<file path="src/hw/pfs_defines.svh">
// Constants for the converter fault shutdown block
//
// Behaviour
// - Boost fault comparator low forces every PWM gate signal low, both stages.
// - Boost fault comparator high lets PWM signals pass unchanged.
// - Inverter fault comparator low forces every PWM gate signal low, both stages.
// - Inverter fault comparator high lets PWM signals drive switches normally.
// - A comparator fault in either stage stops both boost and inverter stages.
// - Disable inputs act on outputs independently of the gate forcing path.
// - Low on boost disable input floats boost timer channel 0, raises interrupt.
// - Low on inverter disable input floats channels 3 and 4, raises interrupt.
// - Monitor stops boost when input DC voltage leaves its window.
// - Monitor stops boost on boosted voltage or boost current above limit.
// - Monitor stops inverter on full-bridge current above limit.
// - Monitor tracks AC voltage and current peaks, stops inverter above limit.
// - Monitor stops both stages on either switch temperature above limit.
// - Conversions are triggered once every fixed compare-match period.
`ifndef PFS_DEFINES_SVH
`define PFS_DEFINES_SVH

// Sample width
`define PFS_ADC_W 12
// Channel widths
`define PFS_BOOST_PINS 4
`define PFS_INV_PINS 6
// Synchroniser bit positions
`define PFS_SYN_BCMP 0
`define PFS_SYN_ICMP 1
`define PFS_SYN_BDIS 2
`define PFS_SYN_IDIS 3
`define PFS_SYN_W 4
// Timing
`define PFS_CLK_PERIOD_NS 25
`define PFS_TRIG_PERIOD_NS 50000
`define PFS_TRIG_CYCLES (`PFS_TRIG_PERIOD_NS / `PFS_CLK_PERIOD_NS)
`define PFS_TRIG_CNT_W 12
`define PFS_PEAK_CNT_W 16
`define PFS_PEAK_SAMPLES 400

`endif

</file>
<file path="src/hw/pfs_pkg.sv">
// Types for the converter fault shutdown block
package pfs_pkg;

   typedef struct packed {
      logic [3:0] sync1;
      logic [3:0] sync2;
      logic [11:0] trig_cnt;
      logic trig;
      logic [11:0] vac_peak;
      logic [11:0] iac_peak;
      logic [15:0] peak_cnt;
      logic boost_dis;
      logic inv_dis;
      logic mon_boost_stop;
      logic mon_inv_stop;
      logic [3:0] boost_pwm;
      logic [5:0] inv_pwm;
   } pfs_state_t;

endpackage

</file>
<file path="src/hw/pfs_fault_shutdown.sv">
// Converter fault shutdown: gate forcing, output disable and sample monitor
`timescale 1ns/10ps
`include "pfs_defines.svh"

module pfs_fault_shutdown #(
   parameter int PEAK_SAMPLES = `PFS_PEAK_SAMPLES
) (
   // Clock and reset
   input wire logic i_sys_clk,
   input wire logic i_rst_n,

   // Fault comparators, low on fault
   input wire logic i_boost_fault_cmp,
   input wire logic i_inverter_fault_cmp,

   // Output disable pins, low requests high impedance
   input wire logic i_boost_disable_in,
   input wire logic i_inverter_disable_in,

   // Software clears
   input wire logic i_boost_disable_clr,
   input wire logic i_inverter_disable_clr,
   input wire logic i_monitor_clr,

   // PWM from the timers
   input wire logic [`PFS_BOOST_PINS-1:0] i_boost_pwm,
   input wire logic [`PFS_INV_PINS-1:0] i_inverter_pwm,

   // Converted samples
   input wire logic i_sample_valid,
   input wire logic [`PFS_ADC_W-1:0] i_vin,
   input wire logic [`PFS_ADC_W-1:0] i_vdc,
   input wire logic [`PFS_ADC_W-1:0] i_idc,
   input wire logic [`PFS_ADC_W-1:0] i_ibrg,
   input wire logic [`PFS_ADC_W-1:0] i_vac,
   input wire logic [`PFS_ADC_W-1:0] i_iac,
   input wire logic [`PFS_ADC_W-1:0] i_tboost,
   input wire logic [`PFS_ADC_W-1:0] i_tbrg,

   // Limits
   input wire logic [`PFS_ADC_W-1:0] i_vin_lo,
   input wire logic [`PFS_ADC_W-1:0] i_vin_hi,
   input wire logic [`PFS_ADC_W-1:0] i_vdc_hi,
   input wire logic [`PFS_ADC_W-1:0] i_idc_hi,
   input wire logic [`PFS_ADC_W-1:0] i_ibrg_hi,
   input wire logic [`PFS_ADC_W-1:0] i_vac_hi,
   input wire logic [`PFS_ADC_W-1:0] i_iac_hi,
   input wire logic [`PFS_ADC_W-1:0] i_tboost_hi,
   input wire logic [`PFS_ADC_W-1:0] i_tbrg_hi,

   // Gate drives of boost timer channel 0
   output logic [`PFS_BOOST_PINS-1:0] o_boost_pwm_out,
   output logic [`PFS_BOOST_PINS-1:0] o_boost_pwm_oe,

   // Complementary gate drives of inverter channels 3 and 4
   output logic [`PFS_INV_PINS-1:0] o_inverter_pwm_out,
   output logic [`PFS_INV_PINS-1:0] o_inverter_pwm_oe,

   // Interrupts and status
   output logic o_boost_disable_irq,
   output logic o_inverter_disable_irq,
   output logic o_monitor_boost_stop,
   output logic o_monitor_inverter_stop,

   // Conversion trigger
   output logic o_adc_trigger
);

   //------------------------------------------------------------
   // Helpers
   //------------------------------------------------------------
   function automatic logic over_limit(
      input logic [`PFS_ADC_W-1:0] value,
      input logic [`PFS_ADC_W-1:0] limit
   );
      over_limit = value > limit;
   endfunction

   function automatic logic [`PFS_ADC_W-1:0] peak_of(
      input logic [`PFS_ADC_W-1:0] held,
      input logic [`PFS_ADC_W-1:0] sample,
      input logic restart
   );
      if (restart || sample > held) begin
         peak_of = sample;
      end else begin
         peak_of = held;
      end
   endfunction

   localparam logic [`PFS_TRIG_CNT_W-1:0] TRIG_LAST =
      `PFS_TRIG_CNT_W'(`PFS_TRIG_CYCLES - 1);
   localparam logic [`PFS_PEAK_CNT_W-1:0] PEAK_LAST =
      `PFS_PEAK_CNT_W'(PEAK_SAMPLES - 1);

   //------------------------------------------------------------
   // State
   //------------------------------------------------------------
   pfs_pkg::pfs_state_t state;
   pfs_pkg::pfs_state_t next_state;

   logic cmp_fault;
   logic boost_gate_off;
   logic inv_gate_off;
   logic peak_restart;
   logic [`PFS_ADC_W-1:0] vac_peak_new;
   logic [`PFS_ADC_W-1:0] iac_peak_new;
   logic boost_bad;
   logic inv_bad;
   logic temp_bad;

   //------------------------------------------------------------
   // Next state
   //------------------------------------------------------------
   always_comb begin
      next_state = state;

      // Pin synchronisers
      next_state.sync1[`PFS_SYN_BCMP] = i_boost_fault_cmp;
      next_state.sync1[`PFS_SYN_ICMP] = i_inverter_fault_cmp;
      next_state.sync1[`PFS_SYN_BDIS] = i_boost_disable_in;
      next_state.sync1[`PFS_SYN_IDIS] = i_inverter_disable_in;
      next_state.sync2 = state.sync1;

      // Comparator faults stop both stages
      cmp_fault = !state.sync2[`PFS_SYN_BCMP]
         || !state.sync2[`PFS_SYN_ICMP];

      // Conversion trigger period
      if (state.trig_cnt == TRIG_LAST) begin
         next_state.trig_cnt = '0;
         next_state.trig = 1'b1;
      end else begin
         next_state.trig_cnt = state.trig_cnt + 1'b1;
         next_state.trig = 1'b0;
      end

      // Peak tracking over a window of samples
      peak_restart = state.peak_cnt == PEAK_LAST;
      vac_peak_new = peak_of(state.vac_peak, i_vac, peak_restart);
      iac_peak_new = peak_of(state.iac_peak, i_iac, peak_restart);

      // Monitor checks on each fresh sample
      boost_bad = (i_vin < i_vin_lo) || over_limit(i_vin, i_vin_hi)
         || over_limit(i_vdc, i_vdc_hi) || over_limit(i_idc, i_idc_hi);
      inv_bad = over_limit(i_ibrg, i_ibrg_hi)
         || over_limit(vac_peak_new, i_vac_hi)
         || over_limit(iac_peak_new, i_iac_hi);
      temp_bad = over_limit(i_tboost, i_tboost_hi)
         || over_limit(i_tbrg, i_tbrg_hi);

      // Monitor stops latch; a new violation beats a clear
      if (i_monitor_clr) begin
         next_state.mon_boost_stop = 1'b0;
         next_state.mon_inv_stop = 1'b0;
      end
      if (i_sample_valid) begin
         next_state.vac_peak = vac_peak_new;
         next_state.iac_peak = iac_peak_new;
         if (peak_restart) begin
            next_state.peak_cnt = '0;
         end else begin
            next_state.peak_cnt = state.peak_cnt + 1'b1;
         end
         if (boost_bad || temp_bad) begin
            next_state.mon_boost_stop = 1'b1;
         end
         if (inv_bad || temp_bad) begin
            next_state.mon_inv_stop = 1'b1;
         end
      end

      // Output disable latches, separate from gate forcing
      if (i_boost_disable_clr && state.sync2[`PFS_SYN_BDIS]) begin
         next_state.boost_dis = 1'b0;
      end
      if (!state.sync2[`PFS_SYN_BDIS]) begin
         next_state.boost_dis = 1'b1;
      end
      if (i_inverter_disable_clr && state.sync2[`PFS_SYN_IDIS]) begin
         next_state.inv_dis = 1'b0;
      end
      if (!state.sync2[`PFS_SYN_IDIS]) begin
         next_state.inv_dis = 1'b1;
      end

      // Gate forcing
      boost_gate_off = cmp_fault || state.mon_boost_stop;
      inv_gate_off = cmp_fault || state.mon_inv_stop;
      if (boost_gate_off) begin
         next_state.boost_pwm = '0;
      end else begin
         next_state.boost_pwm = i_boost_pwm;
      end
      if (inv_gate_off) begin
         next_state.inv_pwm = '0;
      end else begin
         next_state.inv_pwm = i_inverter_pwm;
      end
   end

   //------------------------------------------------------------
   // Registers
   //------------------------------------------------------------
   always_ff @(posedge i_sys_clk or negedge i_rst_n) begin
      if (!i_rst_n) begin
         state <= '0;
         state.sync1 <= '1;
         state.sync2 <= '1;
      end else begin
         state <= next_state;
      end
   end

   //------------------------------------------------------------
   // Outputs
   //------------------------------------------------------------
   always_comb begin
      o_boost_pwm_out = state.boost_pwm;
      o_boost_pwm_oe = {`PFS_BOOST_PINS{!state.boost_dis}};
      o_inverter_pwm_out = state.inv_pwm;
      o_inverter_pwm_oe = {`PFS_INV_PINS{!state.inv_dis}};
      o_boost_disable_irq = state.boost_dis;
      o_inverter_disable_irq = state.inv_dis;
      o_monitor_boost_stop = state.mon_boost_stop;
      o_monitor_inverter_stop = state.mon_inv_stop;
      o_adc_trigger = state.trig;
   end

endmodule // pfs_fault_shutdown

</file>
<file path="config.mk">
export PLATFORM = sky130hd
export DESIGN_NAME = pfs_fault_shutdown
export DESIGN_NICKNAME = d
export VERILOG_FILES = /design/src/hw/pfs_pkg.sv /design/src/hw/pfs_fault_shutdown.sv
export VERILOG_INCLUDE_DIRS = /design/src /design/src/hw
export SDC_FILE = /design/constraint.sdc
export NUM_CORES = 1
export LEC_CHECK = 0
export ABC_CLOCK_PERIOD_IN_PS = 10380
export BUFFER_PORTS_ARGS = -buffer_cell sky130_fd_sc_hd__buf_2
export CORE_MARGIN = 2
export CORE_UTILIZATION = 40
export CTS_CLUSTER_SIZE = 24
export DETAILED_ROUTE_END_ITERATION = 16
export GPL_ROUTABILITY_DRIVEN = 1
export PLACE_DENSITY = 0.71
export SYNTH_ARGS = -nofsm -noshare
export SYNTH_HDL_FRONTEND = slang
export SYNTH_SLANG_ARGS = --single-unit
export TNS_END_PERCENT = 1
</file>
<file path="constraint.sdc">
create_clock -name i_sys_clk -period 10.38 [get_ports i_sys_clk]
set_input_delay 0 -clock i_sys_clk [delete_from_list [all_inputs] [get_ports i_sys_clk]]
set_output_delay 0 -clock i_sys_clk [all_outputs]
set_load 0.03 [all_outputs]
</file>
=== After elaboration in Yosys (flattened, before gate mapping) ===
Cells that the tools add are included.

* Add/subtract/negate cells: 2
* $lt $le $gt $ge: 11
* Eq/ne operators: 4
* Multiplexer cells: 14
* Reductions and logical operators: 19

{| class="wikitable"
|+ Operators by type and width
! cell !! number
|-
| > comparator 12 bit || 10
|-
| 2-to-1 mux 12 bit || 2
|-
| adder 16 x 1 -> 16 bit, second input constant || 1
|-
| == test 16 x 9 -> 1 bit, second input constant || 1
|-
| 2-to-1 mux 16 bit || 1
|-
| logical OR 1 bit || 13
|-
| 2-to-1 mux 13 bit || 1
|-
| adder 12 x 1 -> 12 bit, second input constant || 1
|-
| == test 12 x 11 -> 1 bit, second input constant || 1
|-
| less-than comparator 12 bit || 1
|-
| 2-to-1 mux 1 bit || 6
|-
| 2-to-1 mux 6 bit || 1
|-
| logical NOT 1 bit || 4
|-
| 2-to-1 mux 2 bit || 2
|-
| 2-to-1 mux 4 bit || 1
|-
| != test 2 x 1 -> 1 bit, second input constant || 2
|-
| logical AND 1 bit || 2
|}

* Register bits after elaboration: 75
* Output and inout bits: 25
* Word-level logic and storage cells: 63

=== Longest topological paths before layout ===
* Word-level depth: 9
* Depth in mapped cells: 17
* Depth with buffers taken out: 15

=== Least setup slack after synthesis ===
No wires, ideal clock.

* Kind: reg-to-reg
* Start point: register state[51] (netlist name)
* End point: register state (netlist bit o_monitor_inverter_stop)
* Library setup time: 131 ps
* Arrival time: 3124 ps
* Setup slack: 7125 ps
* Stages on the path, launching flop included: 16
* Clock period less this slack: 3255 ps
* Cells stage by stage: dfrtp_1 inv_1 ha_1 a21o_1 a21o_1 a21oi_1 a31oi_1 nor2_1 buf_2 mux2_1 ha_1 a21oi_1 o21ai_0 or3_1 a311oi_1 a31oi_1

{| class="wikitable"
|+ RTL lines
! item !! line !! RTL
|-
| from (decl) || pfs_fault_shutdown.sv:99 || <nowiki>pfs_pkg::pfs_state_t state;</nowiki>
|-
| from (signal assigned) || pfs_fault_shutdown.sv:211 || <nowiki>state <= next_state;</nowiki>
|}

==> results.toml <==
[clocking]
cts_num_sinks = 75
cts_tree = "done"
clkTransAtPathRegs_ps = 60
cts_buffer_depth = 2
htreeDepth = 3
cts_buffers = 9
clk_latency_ps = 350
root_buffer = "clkbuf_16"

[setup_path]
cp-start-kind = "flop"
worstSetupStartpoint = "state[14]"
r2r_end = "o_monitor_inverter_stop"
crit_path_end_kind = "flop"
crit_end = "o_monitor_inverter_stop"
critPathArrivalTime_ps = 4460
crit_required_ps = 10590
worst-r2r-cell-count = 12
rr_startpoint = "state[14]"
critPathKind = "flop to flop"
reg2reg_setup_slack_ps = 6130
cp_max_fo = 21

[timing]
drv_slew = 0
setup_viol = 0
slew_headroom_pct = 26.95
finClkSkew_ps = 11.76
setup_tns_ps = 0
post-route-period-util_pct = 40.94
worst_slew_pin_slew_ps = 1092
fin_ws_ps = 6130
fmax_mhz = 235.3
hold_viol_final = 0
fin_crit_ps = 4250
grt_setup_unrepaired = "no"

[grt]
overflow = 0
grt_pass1_wl_mm = 31.70
antenna_found_initial = 3
grt_pass1_vias = 6794
globalRouteTotalUtil_pct = 21.16
grt_max_degree = 76

[die]
die_w_um = 137.9
rows = 48
core_area_um2 = 17420
chipHeight_um = 137.9
io_pins = 249
fp.dieArea_um2 = 19010
initial_core_util_pct = 41.16

[power]
vdd_drop_max_mv = 0.09322
power.density_nw_per_um2 = 158.3
power.leakage_nw = 5.068

[logic_synthesis]
syn-mean-instance-area_um2 = 8.505
synth_flop_cell = "dfrtp_1"
synth_nets = 1200
syn_inst = 843
synth_cell_types = 52
async_reset_ff_share_pct = 100.0
synth_edf_count = 0
syn_area_um2 = 7169
synth-seq-area-share_pct = 26.32
yosys_warnings = 0
synth-seq-cells = 75

[routing]
vias = 6974
post_drt_via_cell_ratio = 5.228
routed_wl_mm = 19.67
initialDrtViolationCount = 435
wl_per_cell_um = 14.75
dr.pass1.iters = 8
drc = 0
ant_nets = 0

[flow_run]
max_cap_viol_count = 0

[cells_and_area]
area_delta_synth_final_pct = 27.43
drive_gt1_share_pct = 26.04
final_area_um2 = 9136
nets = 1458
num-fill-cells = 1651

[place]
place_area_um2 = 8483
hpwl_mm = 15.60
routabilityCongestion = 0.8823
place_worst_setup_slack_ps = 6122
port_buffers = 248

[min_path]
hp-class = "input pin to flop"
hold_path_depth = 3

[outcome]
status = "completed"
-- layout by cell type (no fill, tap or decap), drive strengths merged, types with 2 or more instances in the layout --
cell type and n:
nor3 9, o21a 7, nand2 54, a211o 3, dfrtp 67, nand4 43, a221oi 2, nor2b 12
and3 5, a211oi 6, xor2 11, clkbuf 9, o21ai 31, a31oi 16, nor2 27, o311ai 12
clkinv 4, xnor2 9, dfstp 8, nand3 29, mux2 24, nand2b 6, ha 133, a222oi 11
nor4 4, dlygate4sd3 36, a21o 14, or4 11, and4 6, or3 8, a2111oi 3, diode 3
and2 12, inv 151, o211ai 9, buf 252, a21oi 51, mux2i 2
-- synthesized netlist by cell type (7+ instances only) --
library cell | count | area (µm²)
o211ai_1 | 9 | 67.56
or3_1 | 8 | 50.05
dfrtp_1 | 67 | 1677
o21a_1 | 7 | 52.55
clkbuf_1 | 14 | 52.55
xor2_1 | 11 | 96.34
nor2b_1 | 12 | 75.07
buf_2 | 7 | 35.03
ha_1 | 133 | 1664
a31oi_1 | 16 | 100.1
nor2_1 | 27 | 101.4
a21oi_1 | 51 | 255.2
or4_1 | 11 | 82.58
nand2_1 | 54 | 202.7
nand4_1 | 43 | 269.0
nand3_1 | 29 | 145.1
xnor2_1 | 9 | 78.83
o311ai_1 | 12 | 105.1
buf_4 | 19 | 142.6
nor3_1 | 8 | 40.04
a21o_1 | 14 | 105.1
dfstp_2 | 8 | 210.2
and2_1 | 11 | 68.82
a222oi_1 | 11 | 110.1
mux2_1 | 18 | 202.7
inv_1 | 148 | 555.5
o21ai_0 | 26 | 130.1
-- state kept, by name, summed over array words and instances (netlist names) --
register                 count
o_boost_disable_irq          1
o_boost_pwm_out              4
o_monitor_inverter_stop      1
o_inverter_disable_irq       1
next_state                   4
o_inverter_pwm_out           6
o_monitor_boost_stop         1
o_adc_trigger                1
state                       56
-- logic make-up after synthesis --
logic type	synth area share [%]
and+or+nand+nor	17.24
buffers and inverters	11.12
AOI/OAI and AO/OA	15.62
adders and majority gates	23.21
DFF	26.32
muxes	4.049
xor gates and xnor gates	2.443
-- metrics by stage --
| step | utilization [%] | instances | hold slack, ps | total power, W |
|---|---|---|---|---|
| after detailed placement | 48.71 | 1279 | 106.6 | 0.001134 |
| after CTS | 52.41 | 1331 | 11.82 | 0.001458 |
| final | 52.46 | 1334 | 16.31 | 0.001447 |
| after global routing | 52.46 | 1334 | 22.91 | 0.001583 |
| after floorplan | - | 843 | -295.6 | 0.0009366 |
| after global placement | 48.71 | 1279 | 106.9 | 0.001113 |
-- worst max-delay path: stages, from the launching register on --
cell and delay [ps]:
dfrtp_1 410, ha_1 240, nor3b_1 150, and4_1 490, nor2_1 960, mux2_2 420, ha_1 280, nor2b_1 130
o211ai_1 140, a21oi_1 80, or3_1 340, a311oi_1 320, a31oi_1 140
-- cell type report --
cell class / count / area [µm²] / area share (%)
Antenna cell: 3 / 7.507 / 0.08217
Clock buffer: 9 / 225.2 / 2.465
Clock inverter: 7 / 60.06 / 0.6574
Inverter: 148 / 555.5 / 6.081
Multi-Input combinational cell: 579 / 4486 / 49.10
Sequential cell: 75 / 1887 / 20.65
Tap cell: 225 / 281.5 / 3.081
Timing Repair Buffer: 288 / 1634 / 17.89
-- layer usage --
layer	global-route usage (%)	share of wire, %	vias to the layer above
met5	0	0	-
met4	9.127	2.5	0
met3	5.117	8.0	36
met2	36.06	47	272
met1	25.38	42	3151
li1	-	-	3515
-- what timing repair did --
action / in CTS / in global routing
hold buffers: 36 / 0
endpoints found under the setup margin: 0 / 0
gates resized for setup: 0 / 0
buffers inserted: 0 / 0
hold endpoints to repair: 102 / 0
-- where the power goes --
part | internal, W | switching, W
clock network | 0.000166 | 0.000138
logic | 0.000335 | 0.000384
registers | 0.000359 | 0.0000645
total | 0.000861 | 0.000586
-- how the worst min path moves through the flow --
| stage | from | end |
|---|---|---|
| 2_1_floorplan | i_rst_n | o_adc_trigger |
| 3_3_place_gp | i_inverter_disable_in | next_state[70] |
| 3_5_place_dp | i_inverter_disable_in | next_state[70] |
| 4_1_cts | i_iac[4] | state[34] |
| 5_1_grt | i_iac[0] | state[30] |
| 6_report | i_iac[4] | state[34] |
(Power assumes the default switching activity.)
